`src/hdl/rmf_pkg.sv`:
```
package rmf_pkg;
    localparam int unsigned CLK_MHZ = 250;
    localparam logic [7:0] MODBUS_ADDR = 8'h00;
    localparam logic [7:0] TEXT_FIRST_MIN = 8'h2a;
    localparam logic [7:0] CHAR_LF = 8'h0a;
    localparam logic [7:0] CHAR_CR = 8'h0d;
    localparam logic [7:0] CHAR_QUERY = 8'h3f;
    localparam logic [15:0] FRAMED_PORT = 16'h01f6;
    localparam int unsigned MBAP_LEN = 6;
    localparam int unsigned REPLY_USB_MS = 5;
    localparam int unsigned REPLY_ETH_MS = 10;
    localparam int unsigned REPLY_USB_CYC = REPLY_USB_MS * 1000 * CLK_MHZ;
    localparam int unsigned REPLY_ETH_CYC = REPLY_ETH_MS * 1000 * CLK_MHZ;
    localparam int unsigned CONN_TMO_S = 5;
    localparam int unsigned CONN_TMO_CYC = CONN_TMO_S * 1000 * 1000 * CLK_MHZ;
    localparam logic [31:0] GAP_RST = 32'h0003_d090;
    localparam logic [15:0] SET_MAX_RST = 16'hcccc;

    typedef enum logic [1:0] {
        RMF_KIND_MODBUS,
        RMF_KIND_TEXT,
        RMF_KIND_FRAMED,
        RMF_KIND_ERROR
    } rmf_kind_t;

    typedef enum {
        RMF_IDLE,
        RMF_HDR,
        RMF_BODY,
        RMF_TERM
    } rmf_state_t;

    // Dispatch class chosen by the leading byte of an unframed message.
    function automatic rmf_kind_t rmf_classify(input logic [7:0] b);
        if (b == MODBUS_ADDR) begin
            return RMF_KIND_MODBUS;
        end else if (b < TEXT_FIRST_MIN) begin
            return RMF_KIND_ERROR;
        end
        return RMF_KIND_TEXT;
    endfunction : rmf_classify
endpackage : rmf_pkg

```
`src/hdl/rmf_tmr_if.sv`:
```
`timescale 1ns/1ps
`default_nettype none
// Restart and expiry of one idle timer.
interface rmf_tmr_if #(parameter int W = 32);
    logic restart;
    logic run;
    logic [W-1:0] limit;
    logic expired;
    modport owner (output restart, output run, output limit, input expired);
    modport timer (input restart, input run, input limit, output expired);
endinterface : rmf_tmr_if
`default_nettype wire

```
`src/hdl/rmf_framer.sv`:
```
`timescale 1ns/1ps
`default_nettype none
module rmf_framer
    import rmf_pkg::*;
#(
    parameter int unsigned CONN_CYC = CONN_TMO_CYC
) (
    input wire logic mclk_in,
    input wire logic rst_n_in,
    input wire logic rx_valid_in,
    input wire logic [7:0] rx_byte_in,
    input wire logic [15:0] rx_port_in,
    input wire logic tx_valid_in,
    input wire logic sock_open_in,
    input wire logic [31:0] gap_cycles_in,
    input wire logic [15:0] set_value_in,
    input wire logic [15:0] set_limit_in,
    input wire logic set_check_in,
    output logic msg_done_out,
    output logic [1:0] msg_kind_out,
    output logic msg_query_out,
    output logic comm_err_out,
    output logic reject_out,
    output logic sock_close_out,
    output logic busy_out
);
    rmf_tmr_if #(.W(32)) gap_t ();
    rmf_tmr_if #(.W(32)) conn_t ();

    rmf_idle_timer #(.W(32)) u_gap (.mclk_in(mclk_in), .rst_n_in(rst_n_in), .t(gap_t));
    rmf_idle_timer #(.W(32)) u_conn (.mclk_in(mclk_in), .rst_n_in(rst_n_in), .t(conn_t));

    rmf_state_t st_q, st_d;
    rmf_kind_t kind_q, kind_d;
    logic [2:0] hdr_q, hdr_d;
    logic last_q, last_d;
    logic prev_cr_q, prev_cr_d;
    logic done_q, done_d;
    logic err_q, err_d;
    logic rej_q, rej_d;
    logic close_q, close_d;
    logic query_q, query_d;
    logic busy_q, busy_d;
    logic [31:0] lat_q, lat_d;
    logic framed;

    assign framed = (rx_port_in == FRAMED_PORT);

    // Timer controls: gap runs during a message, connection while socket is open.
    assign gap_t.restart = rx_valid_in;
    assign gap_t.run = (st_q != RMF_IDLE);
    // A zero setting picks the default gap; a long one is capped so that every message
    // is handed on inside the reply budget.
    assign gap_t.limit = (gap_cycles_in == 32'h0) ? GAP_RST :
        (gap_cycles_in >= REPLY_USB_CYC) ? 32'(REPLY_USB_CYC - 1) : gap_cycles_in;
    assign conn_t.restart = rx_valid_in || tx_valid_in;
    assign conn_t.run = sock_open_in;
    assign conn_t.limit = 32'(CONN_CYC);

    // Message delimiting and dispatch.
    always_comb begin
        st_d = st_q;
        kind_d = kind_q;
        hdr_d = hdr_q;
        last_d = last_q;
        prev_cr_d = prev_cr_q;
        done_d = 1'b0;
        err_d = 1'b0;
        rej_d = 1'b0;
        close_d = conn_t.expired;
        case (st_q)
            RMF_IDLE: begin
                if (rx_valid_in) begin
                    last_d = (rx_byte_in == CHAR_QUERY);
                    prev_cr_d = 1'b0;
                    if (framed) begin
                        kind_d = RMF_KIND_FRAMED;
                        hdr_d = 3'h1;
                        st_d = RMF_HDR;
                    end else begin
                        kind_d = rmf_classify(rx_byte_in);
                        st_d = RMF_BODY;
                    end
                end
            end
            RMF_HDR: begin
                if (rx_valid_in) begin
                    hdr_d = hdr_q + 3'h1;
                    if (32'(hdr_q) + 32'h1 >= MBAP_LEN) begin
                        st_d = RMF_BODY;
                    end
                end else if (gap_t.expired) begin
                    done_d = 1'b1;
                    err_d = 1'b1;
                    st_d = RMF_IDLE;
                end
            end
            RMF_BODY: begin
                if (rx_valid_in) begin
                    if (kind_q == RMF_KIND_TEXT && (rx_byte_in == CHAR_LF || rx_byte_in == CHAR_CR)) begin
                        prev_cr_d = (rx_byte_in == CHAR_CR);
                        done_d = (rx_byte_in == CHAR_LF) || !prev_cr_q;
                        st_d = RMF_TERM;
                    end else begin
                        last_d = (rx_byte_in == CHAR_QUERY);
                    end
                end else if (gap_t.expired) begin
                    done_d = 1'b1;
                    err_d = (kind_q == RMF_KIND_ERROR) && !framed;
                    st_d = RMF_IDLE;
                end
            end
            RMF_TERM: begin
                // Absorb a trailing LF after CR, without a second completion.
                if (rx_valid_in && rx_byte_in == CHAR_LF && prev_cr_q) begin
                    prev_cr_d = 1'b0;
                end else if (rx_valid_in) begin
                    last_d = (rx_byte_in == CHAR_QUERY);
                    prev_cr_d = 1'b0;
                    kind_d = rmf_classify(rx_byte_in);
                    st_d = RMF_BODY;
                end
                if (!rx_valid_in || gap_t.expired) begin
                    st_d = RMF_IDLE;
                end
            end
            default: st_d = RMF_IDLE;
        endcase
        if (set_check_in && set_value_in > set_limit_in) begin
            rej_d = 1'b1;
        end
        if (rej_d && kind_q != RMF_KIND_TEXT) begin
            err_d = 1'b1;
        end
        // Query and busy levels are registered so that the outputs come from flip-flops.
        query_d = last_d && (kind_d == RMF_KIND_TEXT);
        busy_d = (st_d != RMF_IDLE);
    end

    // Registered state and outputs.
    always_ff @(posedge mclk_in or negedge rst_n_in) begin
        if (!rst_n_in) begin
            st_q <= RMF_IDLE;
            kind_q <= RMF_KIND_MODBUS;
            hdr_q <= 3'h0;
            last_q <= 1'b0;
            prev_cr_q <= 1'b0;
            done_q <= 1'b0;
            err_q <= 1'b0;
            rej_q <= 1'b0;
            close_q <= 1'b0;
            query_q <= 1'b0;
            busy_q <= 1'b0;
        end else begin
            st_q <= st_d;
            kind_q <= kind_d;
            hdr_q <= hdr_d;
            last_q <= last_d;
            prev_cr_q <= prev_cr_d;
            done_q <= done_d;
            err_q <= err_d;
            rej_q <= rej_d;
            close_q <= close_d;
            query_q <= query_d;
            busy_q <= busy_d;
        end
    end

    // Cycles since the last byte of the message in progress; bounds the hand-over time.
    always_comb begin
        lat_d = 32'h0;
        if (!rx_valid_in && st_q != RMF_IDLE) begin
            lat_d = lat_q + 32'h1;
        end
    end

    // Hand-over latency register.
    always_ff @(posedge mclk_in or negedge rst_n_in) begin
        if (!rst_n_in) begin
            lat_q <= 32'h0;
        end else begin
            lat_q <= lat_d;
        end
    end

    assign msg_done_out = done_q;
    assign msg_kind_out = kind_q;
    assign msg_query_out = query_q;
    assign comm_err_out = err_q;
    assign reject_out = rej_q;
    assign sock_close_out = close_q;
    assign busy_out = busy_q;

    property p_gap;
        @(posedge mclk_in) disable iff (!rst_n_in)
        (st_q == RMF_BODY && gap_t.expired && !rx_valid_in) |=> msg_done_out;
    endproperty
    gap_done_a: assert property (p_gap) else $error("gap expiry gave no completion");
    idle_wait_a: assert property (@(posedge mclk_in) disable iff (!rst_n_in)
        (rx_valid_in && st_q == RMF_BODY && kind_q != RMF_KIND_TEXT) |=> !msg_done_out)
        else $error("completion without gap");
    term_done_a: assert property (@(posedge mclk_in) disable iff (!rst_n_in)
        (st_q == RMF_BODY && kind_q == RMF_KIND_TEXT && rx_valid_in && rx_byte_in == CHAR_LF) |=> msg_done_out)
        else $error("terminator ignored");
    first_sel_a: assert property (@(posedge mclk_in) disable iff (!rst_n_in)
        (st_q == RMF_IDLE && rx_valid_in && !framed && rx_byte_in == 8'h00) |=> msg_kind_out == RMF_KIND_MODBUS)
        else $error("zero byte not ModBus");
    err_range_a: assert property (@(posedge mclk_in) disable iff (!rst_n_in)
        (st_q == RMF_IDLE && rx_valid_in && !framed && rx_byte_in >= 8'h01 && rx_byte_in <= 8'h29)
        |=> msg_kind_out == RMF_KIND_ERROR) else $error("bad first byte accepted");
    framed_port_a: assert property (@(posedge mclk_in) disable iff (!rst_n_in)
        (st_q == RMF_IDLE && rx_valid_in && framed) |=> msg_kind_out == RMF_KIND_FRAMED)
        else $error("port not framed");
    short_hdr_a: assert property (@(posedge mclk_in) disable iff (!rst_n_in)
        (st_q == RMF_HDR && !rx_valid_in && gap_t.expired) |=> comm_err_out)
        else $error("short header accepted");
    limit_rej_a: assert property (@(posedge mclk_in) disable iff (!rst_n_in)
        (set_check_in && set_value_in > set_limit_in) |=> reject_out)
        else $error("limit not enforced");
    conn_close_a: assert property (@(posedge mclk_in) disable iff (!rst_n_in)
        conn_t.expired |=> sock_close_out) else $error("idle socket kept");
    reply_budget_a: assert property (@(posedge mclk_in) disable iff (!rst_n_in)
        lat_q <= REPLY_USB_CYC) else $error("message held past reply budget");
    text_quiet_a: assert property (@(posedge mclk_in) disable iff (!rst_n_in)
        (kind_q == RMF_KIND_TEXT) |=> !comm_err_out) else $error("error sent unasked in text mode");
    cv_text: cover property (@(posedge mclk_in) msg_done_out && msg_kind_out == RMF_KIND_TEXT);
    cv_mb: cover property (@(posedge mclk_in) msg_done_out && msg_kind_out == RMF_KIND_MODBUS);
    cv_framed: cover property (@(posedge mclk_in) msg_done_out && msg_kind_out == RMF_KIND_FRAMED);
    cv_close: cover property (@(posedge mclk_in) sock_close_out);
endmodule : rmf_framer
`default_nettype wire

```
`src/hdl/rmf_idle_timer.sv`:
```
`timescale 1ns/1ps
`default_nettype none
module rmf_idle_timer #(
    parameter int W = 32
) (
    input wire logic mclk_in,
    input wire logic rst_n_in,
    rmf_tmr_if.timer t
);
    logic [W-1:0] cnt_q;
    logic [W-1:0] cnt_d;
    logic exp_q;
    logic exp_d;

    // Counts idle cycles; a restart clears it, expiry is a one-cycle pulse.
    always_comb begin
        cnt_d = cnt_q;
        exp_d = 1'b0;
        if (t.restart || !t.run) begin
            cnt_d = '0;
        end else if (cnt_q + W'(1) >= t.limit) begin
            exp_d = 1'b1;
            cnt_d = '0;
        end else begin
            cnt_d = cnt_q + W'(1);
        end
    end

    // Timer state.
    always_ff @(posedge mclk_in or negedge rst_n_in) begin
        if (!rst_n_in) begin
            cnt_q <= '0;
            exp_q <= 1'b0;
        end else begin
            cnt_q <= cnt_d;
            exp_q <= exp_d;
        end
    end

    assign t.expired = exp_q;
endmodule : rmf_idle_timer
`default_nettype wire

```
`config.mk`:
```
export PLATFORM = sky130hd
export DESIGN_NAME = rmf_framer
export DESIGN_NICKNAME = d
export VERILOG_FILES = /design/src/hdl/rmf_pkg.sv /design/src/hdl/rmf_tmr_if.sv /design/src/hdl/rmf_framer.sv /design/src/hdl/rmf_idle_timer.sv
export SDC_FILE = /design/constraint.sdc
export NUM_CORES = 1
export LEC_CHECK = 0
export BUFFER_PORTS_ARGS = -buffer_cell sky130_fd_sc_hd__buf_2
export CORE_UTILIZATION = 45
export CTS_BUF_LIST = sky130_fd_sc_hd__clkbuf_4 sky130_fd_sc_hd__clkbuf_8
export DETAILED_ROUTE_END_ITERATION = 8
export PLACE_DENSITY = 0.64
export SYNTH_ARGS = -nofsm -noshare
export SYNTH_HDL_FRONTEND = slang
export SYNTH_SLANG_ARGS = --single-unit
export TNS_END_PERCENT = 50
```
`constraint.sdc`:
```
create_clock -name mclk_in -period 3.4 [get_ports mclk_in]
set_input_delay 1.02 -clock mclk_in [delete_from_list [all_inputs] [get_ports mclk_in]]
set_output_delay 1.02 -clock mclk_in [all_outputs]
set_load 0.02 [all_outputs]
```
# After elaboration in Yosys (flattened, before gate mapping)
# Index checks and enable logic that the tools add are counted.
[word_totals]
ff_bits = 111
in_bits = 94
out_inout_bits = 8
elab_cells = 130
[op_classes]
addsub = 4
magnitude_cmp = 6
n_eq_ne = 16
n_mux = 62
reduce_logical = 27
[op_table]
columns = ["operator", "count"]
rows = [
  ["$mux 32", 15],
  ["$pmux 32 s4", 1],
  ["$add 32x1->32 const B", 2],
  ["$eq 32x2->1 const B", 2],
  ["$logic_not 32->1", 2],
  ["$reduce_bool 32->1", 2],
  ["$eq 32x1->1 const B", 1],
  ["$ge 32x21->1 const B", 1],
  ["$ge 32x31->1 const B", 1],
  ["$ge 32x32->1", 1],
  ["$mux 1", 28],
  ["$mux 2", 9],
  ["$eq 16x9->1 const B", 1],
  ["$eq 8x4->1 const B", 2],
  ["$gt 16x16->1", 1],
  ["$ne 2x2->1 const B", 5],
  ["$mux 3", 3],
  ["$eq 8x6->1 const B", 1],
  ["$logic_not 8->1", 1],
  ["$lt 8x6->1 const B", 1],
  ["$logic_and 1x1->1", 7],
  ["$logic_or 1x1->1", 6],
  ["$pmux 1 s3", 2],
  ["$pmux 3 s2", 1],
  ["other kinds (13)", 19],
]

# Longest topological paths before layout
# Gate-level depths: netlist of the first run.
[logic_depth]
ltp_word = 12
depth_mapped = 17
ltp_nobuf = 15

# Modules after synthesis
# A second synthesis of the first run with hierarchy kept.
[hier_totals]
hier_cells = 802
hier_area_um2 = 7569.8
[by_module_without_submodules]
columns = ["mod", "n_inst", "cells_per_inst", "area_each_um2", "seq_area_each_um2"]
rows = [
  ["rmf_idle_timer at u_conn", 1, 270, 2576.2, 825.8],
  ["rmf_framer", 1, 264, 2539.9, 1126.1],
  ["rmf_idle_timer at u_gap", 1, 268, 2453.6, 825.8],
]

# Worst setup path before layout of the first run
# No wires, ideal clock.
[synth_path]
kind = "input port to flip-flop"
from = "input port gap_cycles_in[15]"
to = "register u_gap.cnt_q[10]"
t_arrival_ns = 4.056
required_time_ns = 3.314
slack_ns = -0.742
cell_stages = 15
path_buffers = 1
cell_sequence = "or3_1 nor4_1 nand3_1 nor4_1 or3_1 nor2_1 ha_1 a21o_1 a21o_1 a21o_1 a211oi_1 o21ai_0 a21o_1 clkbuf_1 nor3_1"
[synth_via]
elab_chain_len = 6
elab_cells_between_ends = 7
classes_between = "2 x order compare; 4 x mux; 1 x reduce/logical"
[synth_rtl]
columns = ["item", "line_no", "text"]
rows = [
  ["from (decl)", "rmf_framer.sv:15", "input wire logic [31:0] gap_cycles_in,"],
  ["$ge 32x21->1", "rmf_framer.sv:55", "(gap_cycles_in >= REPLY_USB_CYC) ? 32'(REPLY_USB_CYC - 1) : gap_cycles_in;"],
  ["$mux 32", "rmf_framer.sv:55", ""],
  ["$mux 32 (*)", "rmf_framer.sv:54", "assign gap_t.limit = (gap_cycles_in == 32'h0) ? GAP_RST :"],
  ["$ge 32x32->1 (*)", "rmf_idle_timer.sv:21", "end else if (cnt_q + W'(1) >= t.limit) begin"],
  ["$mux 32 (*)", "rmf_idle_timer.sv:21", ""],
  ["$mux 32 (*)", "rmf_idle_timer.sv:19", "if (t.restart || !t.run) begin"],
  ["named net u_gap.cnt_d[10]", "rmf_idle_timer.sv:11", "logic [W-1:0] cnt_d;"],
  ["to (signal assigned)", "rmf_idle_timer.sv:35", "cnt_q <= cnt_d;"],
  ["to (decl)", "rmf_idle_timer.sv:10", "logic [W-1:0] cnt_q;"],
]
# The timed path passes the listed nets; every way through them passes the cells marked *.
# A chain may end at the register's enable or synchronous reset.

# Final worst setup path of the first run
[layout_path]
from = "input port gap_cycles_in[15]"
to = "register u_gap.cnt_q[0]"
# Same word-level chain as after synthesis.

==> impl_metrics.csv, run 1 <==
group,metric,value,unit
run_status,status,"finished, violations left",
run_status,violations,"setup timing",
setup_path,path_cells,"buf_6 -> or3_4 -> nor4_2 -> nand3_1 -> nor4_4 -> or3_4 -> buf_6 -> nor2_1 -> ha_2 -> a21o_1 -> a21o_1 -> a21o_1 -> a211oi_2 -> o21ai_2 -> a21o_4 -> buf_12 -> nor4b_4",
setup_path,crit_top_cell,"a21o_1",
yosys,synth_most_common_cell,"dfrtp_1",
layout,diodes,0,
power_and_ir_drop,power.switching,635,uW
min_path,hold_depth,0,
yosys,synth-seq-cells,111,
power_and_ir_drop,p_clk_share,34.3,%
yosys,ys.warnings.count,0,
yosys,yosys.area.top_type,"dfrtp_1",
power_and_ir_drop,leakagePower,4.25,nW
clock_tree,cts_root_buffer,"clkbuf_8",
timing,finalSetupViolCount,33,
clock_tree,numCtsBuffers,9,
power_and_ir_drop,ir_drop,226,uV
yosys,avgSynthCellArea,8.62,um2
detailed_routing,first_iter_violations,485,
yosys,seq_area_frac_synth,38.1,%
placed_design,placed_cells,1227,
clock_tree,cts_tree,"done",
setup_path,critPathMaxFanout,8,
detailed_routing,via_count,6636,
layout,multi_input_area,4700,um2
yosys,synth_cells,845,
placed_design,numPortBuffers,101,
die,pin_count,102,
layout,layout-drive-gt1-share,25.1,%
detailed_routing,detail_route.first_pass.iterations,5,
power_and_ir_drop,p_int,1.82,mW
job,max_cap_violations,0,
detailed_routing,routed_via_density,5.29,
power_and_ir_drop,power_density,264,nW/um2
yosys,ys_types,62,
die,die_area,16700,um2
setup_path,critPathLaunchType,"input pin",
timing,slew_violations,0,
placed_design,dp_slack,-0.879,ns
yosys,netlist_top_cells_count,"111 x dfrtp_1, 109 x nand2_1, 65 x nor2_1, 62 x nand3_1, 53 x ha_1",
timing,maxSlewHeadroom,56.9,%
timing,hold_viol_final,0,
global_routing,grt_max_degree,112,
placed_design,dp_hpwl,12.6,mm
timing,period_share,111,%
min_path,hold_path.class,"register to register",
die,start_util,46.0,%
yosys,synth_top_area_share,38.1,%
yosys,synth-edff-count,0,
setup_path,cp_slowest_stage_delay,0.39,ns
timing,whs,0.363,ns
layout,stdcell_count,1254,
global_routing,grt-ovfl-total,0,
die,core-area,15800,um2
power_and_ir_drop,p_comb_share,10.3,%
layout,seq_area,2780,um2
timing,fmax,0.265,GHz
clock_tree,cts.hold.buffers_added,0,
setup_path,path_class,"input pin to register",
detailed_routing,ant_nets,0,
clock_tree,cts_max_level,3,
detailed_routing,wl_per_cell,14.3,um
timing,fin_crit,3.77,ns
setup_path,cp_num_buf_inv,3,
setup_path,crit_family,"simple AND/OR/NAND/NOR gates",
setup_path,end_kind,"register",
timing,worst_pin_slew,0.646,ns
yosys,synthTopCellsByArea,"dfrtp_1 38%, ha_1 9.1%, nand2_1 5.6%",
layout,fillers,1447,
die,die_h,129,um
clock_tree,clock_sinks,111,
global_routing,grt.total_usage,22.0,%
die,num_rows,46,
yosys,yosys_most_used_dff,"dfrtp_1",
setup_path,cp.arrival,4.06,ns
die,die_x,129,um
global_routing,antenna_found_initial,0,
global_routing,grt_pass1_wl,29.1,mm
layout,final_util,58.7,%
clock_tree,clock_latency,0.39,ns
setup_path,slowest_stage,"or3_4",
global_routing,grt_pass1_vias,6215,
setup_path,reg2reg_depth,14,
detailed_routing,drc,0,
setup_path,cp_num_cells,17,
placed_design,place_congestion,0.826,
yosys,netlist_area,7290,um2
power_and_ir_drop,sw_frac_of_total,25.9,%
clock_tree,clockBufferDepth,2,
timing,finClkSkew,0.0118,ns
timing,setup_ws,-0.368,ns
detailed_routing,drt-total-wl,18.0,mm
yosys,async_reset_ff_share,100,%
layout,area_growth,27.4,%
setup_path,required,3.70,ns
power_and_ir_drop,power_frac_seq,55.4,%
timing,rsz0062_at_grt,"true",
layout,layout.nets,1180,
clock_tree,clk_pin_slew,0.11,ns
==> repair_timing <==
| item | CTS | global route |
|---|---|---|
| resized for setup | 42 | 23 |
| buffers inserted | 4 | 4 |
| endpoints found under the setup margin | 33 | 33 |
| cloned | 3 | 1 |
| pin swaps | 13 | 12 |
==> cell type report <==
cell class	instances	share of cell area, %
tap	216	2.91
multi-input combinational	711	50.6
inverter	28	1.13
clock buffer	9	1.33
timing repair buffer	172	13.1
sequential	111	29.9
clock inverter	7	0.984
==> power groups by stage <==
stage	clock network, mW	registers (mW)	logic [mW]
4_1_cts	0.862	1.36	0.252
2_1_floorplan	0	1.38	0.0997
5_1_grt	0.918	1.36	0.288
6_report	0.840	1.36	0.253
3_3_place_gp	0	1.38	0.243
3_5_place_dp	0	1.38	0.246
==> registers in the layout (all words and copies together) (netlist names), 2 cells and up <==
register and cells:
hdr_q 3, msg_kind_out 2, st_q 32, u_conn.cnt_q 32, u_gap.cnt_q 32
==> metrics by stage <==
step | total power, mW | area [um2] | TNS, ns
2_1_floorplan | 1.48 | 7540 | -15.81
3_3_place_gp | 1.63 | 8610 | -24.44
3_5_place_dp | 1.63 | 8610 | -27.84
4_1_cts | 2.47 | 9110 | -8.67
5_1_grt | 2.57 | 9280 | -13.76
6_report | 2.45 | 9280 | -10.33
==> worst paths after layout <==
kind | from | slack (ns) | to
worst max-delay path | gap_cycles_in[15] | -0.37 | u_gap.cnt_q[0]$_DFF_PN0_
worst min-delay path | u_conn.t.expired$_DFF_PN0_ | 0.36 | sock_close_out$_DFF_PN0_
worst max register to register | u_gap.cnt_q[8]$_DFF_PN0_ | -0.12 | u_gap.cnt_q[0]$_DFF_PN0_
worst min register to register | u_conn.t.expired$_DFF_PN0_ | 0.36 | sock_close_out$_DFF_PN0_
max in group asynchronous | rst_n_in | 2.22 | u_gap.cnt_q[23]$_DFF_PN0_
min in group asynchronous | rst_n_in | 0.64 | hdr_q[1]$_DFFE_PN0P_
==> routing by layer <==
layer	wire [um]	track usage (%)
met5	0	0
met4	178	4.50
met3	711	3.92
met2	8440	36.5
met1	8630	30.1
==> cells by family after synthesis <==
| family | share of synthesized area, % |
|---|---|
| AO/OA/AOI/OAI | 13.2 |
| XOR/XNOR | 7.45 |
| other | 0.103 |
| AND/OR/NAND/NOR | 27.9 |
| multiplexers | 0.292 |
| flip-flops | 38.1 |
| adder cells (fa/ha/maj) | 9.10 |
| buffers and inverters | 3.92 |
==> cells in the final DEF (no fill, tap or decap), types with 3 or more instances in the layout <==
master / Yosys / layout
ha_1: 53 / 50
nor4_1: 22 / 20
nor2_1: 65 / 64
o211ai_1: 5 / 5
o21ai_2: 0 / 3
buf_6: 4 / 7
nand4_1: 29 / 29
clkbuf_8: 0 / 9
o21a_1: 7 / 7
or2_2: 4 / 3
nor3_1: 45 / 13
dfrtp_1: 111 / 111
nor3_4: 0 / 5
buf_4: 2 / 57
a31o_2: 3 / 3
and3_1: 15 / 14
inv_1: 28 / 28
buf_16: 0 / 3
nand2_1: 109 / 109
conb_1: 2 / 42
nand3_1: 62 / 62
o21ai_0: 32 / 29
and2_1: 6 / 6
a21o_1: 20 / 19
a21oi_2: 0 / 4
o31ai_1: 4 / 4
o21ai_1: 22 / 22
buf_2: 9 / 98
buf_12: 0 / 4
xor2_1: 18 / 18
a31oi_1: 7 / 7
nor3_2: 3 / 30
and4_1: 7 / 7
nor4_2: 3 / 4
a211oi_1: 5 / 3
nand2b_1: 9 / 9
nor2b_1: 3 / 3
or3_1: 8 / 6
xnor2_1: 44 / 44
a21oi_1: 23 / 19
(Power assumes the default switching activity.)
==> inputs of run 2 (changes only) <==
--- a/config.mk
+++ b/config.mk
@@ -6,10 +6,10 @@
 export NUM_CORES = 1
 export LEC_CHECK = 0
 export BUFFER_PORTS_ARGS = -buffer_cell sky130_fd_sc_hd__buf_2
-export CORE_UTILIZATION = 45
+export CORE_UTILIZATION = 35
 export CTS_BUF_LIST = sky130_fd_sc_hd__clkbuf_4 sky130_fd_sc_hd__clkbuf_8
 export DETAILED_ROUTE_END_ITERATION = 8
-export PLACE_DENSITY = 0.64
+export PLACE_DENSITY = 0.51
 export SYNTH_ARGS = -nofsm -noshare
 export SYNTH_HDL_FRONTEND = slang
 export SYNTH_SLANG_ARGS = --single-unit
==> run 2 against run 1 <==
Against the previous run:
- the flow still finishes with violations (setup timing)
- total power is 1.0% higher
- utilization is 12 points lower
- register-to-register slack better by 0.07 ns
- clock-buffer cell count stayed put
- sequential share of layout area is 0.53 points lower
- largest cell class unchanged
- sequential power hardly changed
- critical path depth stayed put
- design area is 1.8% higher
- largest power group unchanged
- global-route usage is 4.6 points lower
==> impl_metrics.csv, run 2 (synthesized netlist as in run 1, its figures left out) <==
group,metric,value,unit
detailed_routing,routedLengthMet1,9.31,mm
detailed_routing,drt-total-wl,18.3,mm
setup_path,required,3.72,ns
detailed_routing,met3_length,624,um
setup_path,r2r_setup_slack,-0.05,ns
timing,finalSetupViolCount,33,
setup_path,critPathMaxFanout,8,
timing,fmax,0.268,GHz
setup_path,cp.arrival,4.05,ns
layout,layout.nets,1186,
clock_tree,numCtsBuffers,9,
setup_path,end_kind,"register",
job,max_cap_violations,0,
clock_tree,clock_sinks,111,
clock_tree,cts_root_buffer,"clkbuf_8",
timing,setup_ws,-0.330,ns
power_and_ir_drop,ir_drop,182,uV
timing,setup_tns,-8.17,ns
min_path,hold_depth,0,
global_routing,antenna_found_initial,0,
layout,top_regs,"st_q x32, u_conn.cnt_q x32, u_gap.cnt_q x32",
die,pin_count,102,
die,core-area,20300,um2
layout,layout_common_cells,"111 x dfrtp_1, 108 x nand2_1, 97 x buf_2, 64 x buf_4, 62 x nor2_1",
timing,period_share,110,%
detailed_routing,detail_route.first_pass.iterations,4,
global_routing,grt_max_degree,47,
timing,fin_crit,3.73,ns
placed_design,dp_hpwl,13.2,mm
die,num_rows,52,
detailed_routing,wl_per_cell,13.9,um
timing,worst_pin_slew,0.595,ns
power_and_ir_drop,power_density,262,nW/um2
run_status,violations,"setup timing",
timing,rsz0062_at_grt,"true",
placed_design,dp_slack,-0.870,ns
layout,area_growth,29.7,%
layout,layout-drive-gt1-share,26.3,%
layout,diodes,0,
setup_path,r2r-end,"u_gap.cnt_q[0]$_DFF_PN0_",
detailed_routing,first_iter_violations,314,
timing,hold_viol_final,0,
layout,fillers,2029,
timing,slew_violations,0,
detailed_routing,drc,0,
clock_tree,cts_max_level,3,
timing,maxSlewHeadroom,60.3,%
die,die_area,21400,um2
setup_path,r2r-start,"u_gap.cnt_q[8]$_DFF_PN0_",
setup_path,reg2reg_depth,14,
power_and_ir_drop,p_total,2.48,mW
die,die_x,146,um
clock_tree,clockBufferDepth,2,
min_path,hold_end,"sock_close_out$_DFF_PN0_",
global_routing,grt_pass1_wl,30.4,mm
detailed_routing,top_layer_used,"met4",
min_path,min_from,"u_conn.t.expired$_DFF_PN0_",
global_routing,grt-ovfl-total,0,
clock_tree,clk_pin_slew,0.11,ns
layout,final_common_cell,"dfrtp_1",
run_status,status,"finished, violations left",
detailed_routing,routed_via_density,4.98,
timing,finClkSkew,0.0126,ns
timing,whs,0.393,ns
placed_design,place_congestion,0.793,
clock_tree,clock_latency,0.39,ns
layout,final_util,46.6,%
power_and_ir_drop,leakagePower,4.24,nW
global_routing,grt.total_usage,17.4,%
die,die_h,146,um
detailed_routing,wl_met2,8.20,mm
detailed_routing,ant_nets,0,
setup_path,critPathLaunchType,"input pin",
die,start_util,35.9,%
clock_tree,cts_tree,"done",
min_path,hold_path.class,"register to register",
global_routing,grt_pass1_vias,6196,
setup_path,path_class,"input pin to register",
detailed_routing,via_count,6550,
placed_design,numPortBuffers,101,
[run 2: where the power goes]
part           internal (mW)  switching (mW)
combinational          0.122           0.144
sequential              1.34          0.0113
clock                  0.362           0.493
total                   1.83           0.648
[run 2: worst max path at each step]
stage | start | to | slack [ns] | cells past startpoint
floorplan | gap_cycles_in[15] | u_gap.cnt_q[10]$_DFF_PN0_ | -0.50 | 15
global route | gap_cycles_in[4] | u_gap.cnt_q[4]$_DFF_PN0_ | -0.44 | 19
detailed placement | gap_cycles_in[5] | u_gap.cnt_q[4]$_DFF_PN0_ | -0.87 | 18
CTS | gap_cycles_in[4] | u_gap.cnt_q[13]$_DFF_PN0_ | -0.27 | 17
global placement | gap_cycles_in[5] | u_gap.cnt_q[8]$_DFF_PN0_ | -0.76 | 18
finish | gap_cycles_in[14] | u_gap.cnt_q[4]$_DFF_PN0_ | -0.33 | 17
[run 2: timing repair]
item / in CTS / in global routing
resized for setup: 43 / 34
setup endpoints to repair: 33 / 33
pin swaps: 20 / 18
cloned: 3 / 1
buffers inserted: 4 / 3
hold buffers: 0 / 0
[run 2: worst max-delay path, cell delays in order]
cell and delay (ns):
buf_2 0.11, or3_4 0.39, o211ai_1 0.25, a21boi_2 0.11, buf_4 0.14, or2_4 0.27
nor2_4 0.10, ha_4 0.20, a21o_1 0.17, a21o_1 0.18, a21oi_2 0.16, o311a_1 0.20
o21ai_2 0.07, and3_4 0.20, buf_8 0.14, buf_12 0.14, nor3_4 0.18
[run 2: cell type report]
cell class	count	area, um2	share of cell area, %
Clock buffer	9	124	1.31
Multi-Input combinational cell	711	4780	50.5
Tap cell	270	338	3.57
Timing Repair Buffer	178	1230	13.1
Clock inverter	7	97.6	1.03
Sequential cell	111	2780	29.4
Inverter	28	105	1.11
[run 2: metal layers]
layer | global-route usage (%) | up-vias
met5 | 0 | -
met4 | 4.11 | 0
met3 | 3.06 | 14
met2 | 27.1 | 98
met1 | 24.8 | 3058
li1 | - | 3380
[run 2: metrics by stage]
step / cell area, um2 / std cells
2_1_floorplan: 7540 / 885
3_3_place_gp: 8730 / 1287
3_5_place_dp: 8730 / 1287
4_1_cts: 9210 / 1310
5_1_grt: 9450 / 1314
6_report: 9450 / 1314
==> inputs of run 3 (changes only) <==
--- a/config.mk
+++ b/config.mk
@@ -9,6 +9,7 @@
 export CORE_UTILIZATION = 35
 export CTS_BUF_LIST = sky130_fd_sc_hd__clkbuf_4 sky130_fd_sc_hd__clkbuf_8
 export DETAILED_ROUTE_END_ITERATION = 8
+export MAX_ROUTING_LAYER = met4
 export PLACE_DENSITY = 0.51
 export SYNTH_ARGS = -nofsm -noshare
 export SYNTH_HDL_FRONTEND = slang
==> run 3 against run 2 <==
Against the previous run:
- the run still ends with setup timing left
- clock power is essentially flat
- design area shrank 0.16%
- utilization shrank 0.074 points
- global-route usage grew 0.53 points
- sequential share of layout area is essentially flat
- critical path depth shrank 2
- flip-flop and latch count is the same
- clock skew shrank 0.0024 ns
- via count shrank 0.14%
- non-clock buffer count is the same
- final cell count is the same
- die area is the same
- critical path type unchanged
- critical endpoint is now u_gap.cnt_q[0]$_DFF_PN0_
- largest power group unchanged
==> impl_metrics.csv, run 3 (synthesized netlist as in run 1, its figures left out) <==
group,metric,value,unit
min_path,hold_path.class,"register to register",
detailed_routing,drc,0,
layout,fin_area,9440,um2
clock_tree,cts_tree,"done",
detailed_routing,drt-total-wl,18.2,mm
detailed_routing,first_iter_violations,312,
timing,whs,0.394,ns
timing,fmax,0.269,GHz
global_routing,antenna_found_initial,0,
setup_path,r2r-start,"u_gap.cnt_q[8]$_DFF_PN0_",
setup_path,cp.arrival,4.01,ns
setup_path,end_kind,"register",
layout,stdcell_count,1314,
global_routing,grt.total_usage,17.9,%
clock_tree,clockBufferDepth,2,
timing,setup_tns,-7.84,ns
timing,setup_ws,-0.316,ns
clock_tree,clk_pin_slew,0.11,ns
min_path,min_from,"u_conn.t.expired$_DFF_PN0_",
detailed_routing,wl_per_cell,13.9,um
global_routing,grt_pass1_vias,6196,
placed_design,numPortBuffers,101,
setup_path,critPathLaunchType,"input pin",
setup_path,path_cells,"buf_2 -> or3_4 -> o211ai_1 -> a21boi_2 -> or3_4 -> nor2_4 -> ha_4 -> a21o_1 -> a21o_1 -> a21o_1 -> a211oi_2 -> o21ai_1 -> a21o_4 -> buf_12 -> nor4b_2",
setup_path,required,3.70,ns
run_status,violations,"setup timing",
placed_design,place_congestion,0.804,
power_and_ir_drop,power_density,263,nW/um2
layout,final_util,46.5,%
min_path,hold_end,"sock_close_out$_DFF_PN0_",
die,die_area,21400,um2
die,start_util,35.9,%
setup_path,slowest_stage,"or3_4",
timing,period_share,109,%
detailed_routing,via_count,6541,
setup_path,cp_slowest_stage_delay,0.39,ns
clock_tree,clock_sinks,111,
timing,hold_viol_final,0,
clock_tree,cts_root_buffer,"clkbuf_8",
timing,rsz0062_at_grt,"true",
die,core-area,20300,um2
layout,top_regs,"st_q x32, u_conn.cnt_q x32, u_gap.cnt_q x32",
timing,finClkSkew,0.0103,ns
timing,finalSetupViolCount,33,
global_routing,grt-ovfl-total,0,
detailed_routing,ant_nets,0,
clock_tree,numCtsBuffers,9,
layout,layout-drive-gt1-share,26.1,%
power_and_ir_drop,leakagePower,4.24,nW
detailed_routing,routed_via_density,4.98,
run_status,status,"finished, violations left",
placed_design,placed_cells,1287,
die,num_rows,52,
die,die_x,146,um
layout,layout_common_cells,"111 x dfrtp_1, 108 x nand2_1, 97 x buf_2, 65 x buf_4, 63 x nor2_1",
layout,final_common_cell,"dfrtp_1",
timing,fin_crit,3.72,ns
job,max_cap_violations,0,
min_path,hold_depth,0,
clock_tree,clock_latency,0.39,ns
global_routing,grt_max_degree,47,
layout,layout.nets,1186,
die,die_h,146,um
die,pin_count,102,
setup_path,crit_family,"compound AO/OA/AOI/OAI gates",
setup_path,crit_top_cell,"a21o_1",
global_routing,grt_pass1_wl,30.4,mm
detailed_routing,detail_route.first_pass.iterations,5,
setup_path,r2r_setup_slack,-0.04,ns
setup_path,cp_num_buf_inv,2,
layout,diodes,0,
clock_tree,cts_max_level,3,
setup_path,critPathMaxFanout,6,
timing,slew_violations,0,
layout,area_growth,29.5,%
setup_path,path_class,"input pin to register",
placed_design,placed_cell_area,8730,um2
power_and_ir_drop,ir_drop,182,uV
timing,maxSlewHeadroom,60.8,%
placed_design,dp_hpwl,13.2,mm
setup_path,r2r-end,"u_gap.cnt_q[0]$_DFF_PN0_",
layout,fillers,2030,
setup_path,reg2reg_depth,14,
timing,worst_pin_slew,0.589,ns
-- run 3: changes by cell type in the layout (fill, tap and decap cells not counted) --
cell and change:
nor2_4 -1, buf_4 +1, a21oi_2 -1, buf_6 -1
nor2_1 +1, a21oi_1 +1
-- run 3: layer usage --
metal | part of all wire, % | global-route usage, % | vias up
met2 | 45 | 27.2 | 110
met5 | 0 | - | -
met4 | 1.0 | 4.11 | 0
li1 | - | - | 3380
met1 | 51 | 24.8 | 3037
met3 | 3.7 | 3.06 | 14
-- run 3: repair_timing --
action / 4_1_cts / 5_1_grt
endpoints found under the setup margin: 33 / 33
gates resized for setup: 43 / 30
pin swaps: 20 / 15
gates cloned: 3 / 1
hold buffers: 0 / 0
setup buffers: 4 / 3
-- run 3: area by class of cell --
class	count	area [um2]	share of cell area [%]
Clock inverter	7	97.6	1.03
Clock buffer	9	124	1.31
Multi-Input combinational cell	711	4770	50.5
Timing Repair Buffer	178	1230	13.0
Inverter	28	105	1.11
Tap cell	270	338	3.58
Sequential cell	111	2780	29.4
-- run 3: worst max-delay path by stage --
stage / from / end / cells past startpoint
floorplan: gap_cycles_in[15] / u_gap.cnt_q[10]$_DFF_PN0_ / 15
global placement: gap_cycles_in[5] / u_gap.cnt_q[8]$_DFF_PN0_ / 18
detailed placement: gap_cycles_in[5] / u_gap.cnt_q[4]$_DFF_PN0_ / 18
CTS: gap_cycles_in[4] / u_gap.cnt_q[13]$_DFF_PN0_ / 17
global route: gap_cycles_in[14] / u_gap.cnt_q[12]$_DFF_PN0_ / 18
finish: gap_cycles_in[14] / u_gap.cnt_q[0]$_DFF_PN0_ / 15
-- run 3: worst register-to-register path, stage by stage (launching register included) --
cell and delay, ns:
dfrtp_1 0.40, and4_1 0.24, nand3_1 0.23, nor2_1 0.27, nand3_1 0.12, xnor2_1 0.38
ha_4 0.28, a21o_1 0.17, a21o_1 0.15, a21o_1 0.16, a211oi_2 0.20, o21ai_1 0.10
a21o_4 0.29, buf_12 0.17, nor4b_2 0.20
-- run 3: per-stage QoR --
| stage | power [mW] | worst slack (ns) |
|---|---|---|
| floorplan | 1.48 | -0.504 |
| detailed placement | 1.63 | -0.870 |
| CTS | 2.52 | -0.272 |
| global route | 2.61 | -0.416 |
| global placement | 1.63 | -0.762 |
| finish | 2.48 | -0.316 |
-- run 3: where the power goes --
part / total [mW] / switching [mW] / internal [mW] / leakage, nW
clock network: 0.857 / 0.494 / 0.362 / 0.110
registers: 1.36 / 0.0112 / 1.34 / 1.47
logic: 0.265 / 0.144 / 0.121 / 2.66
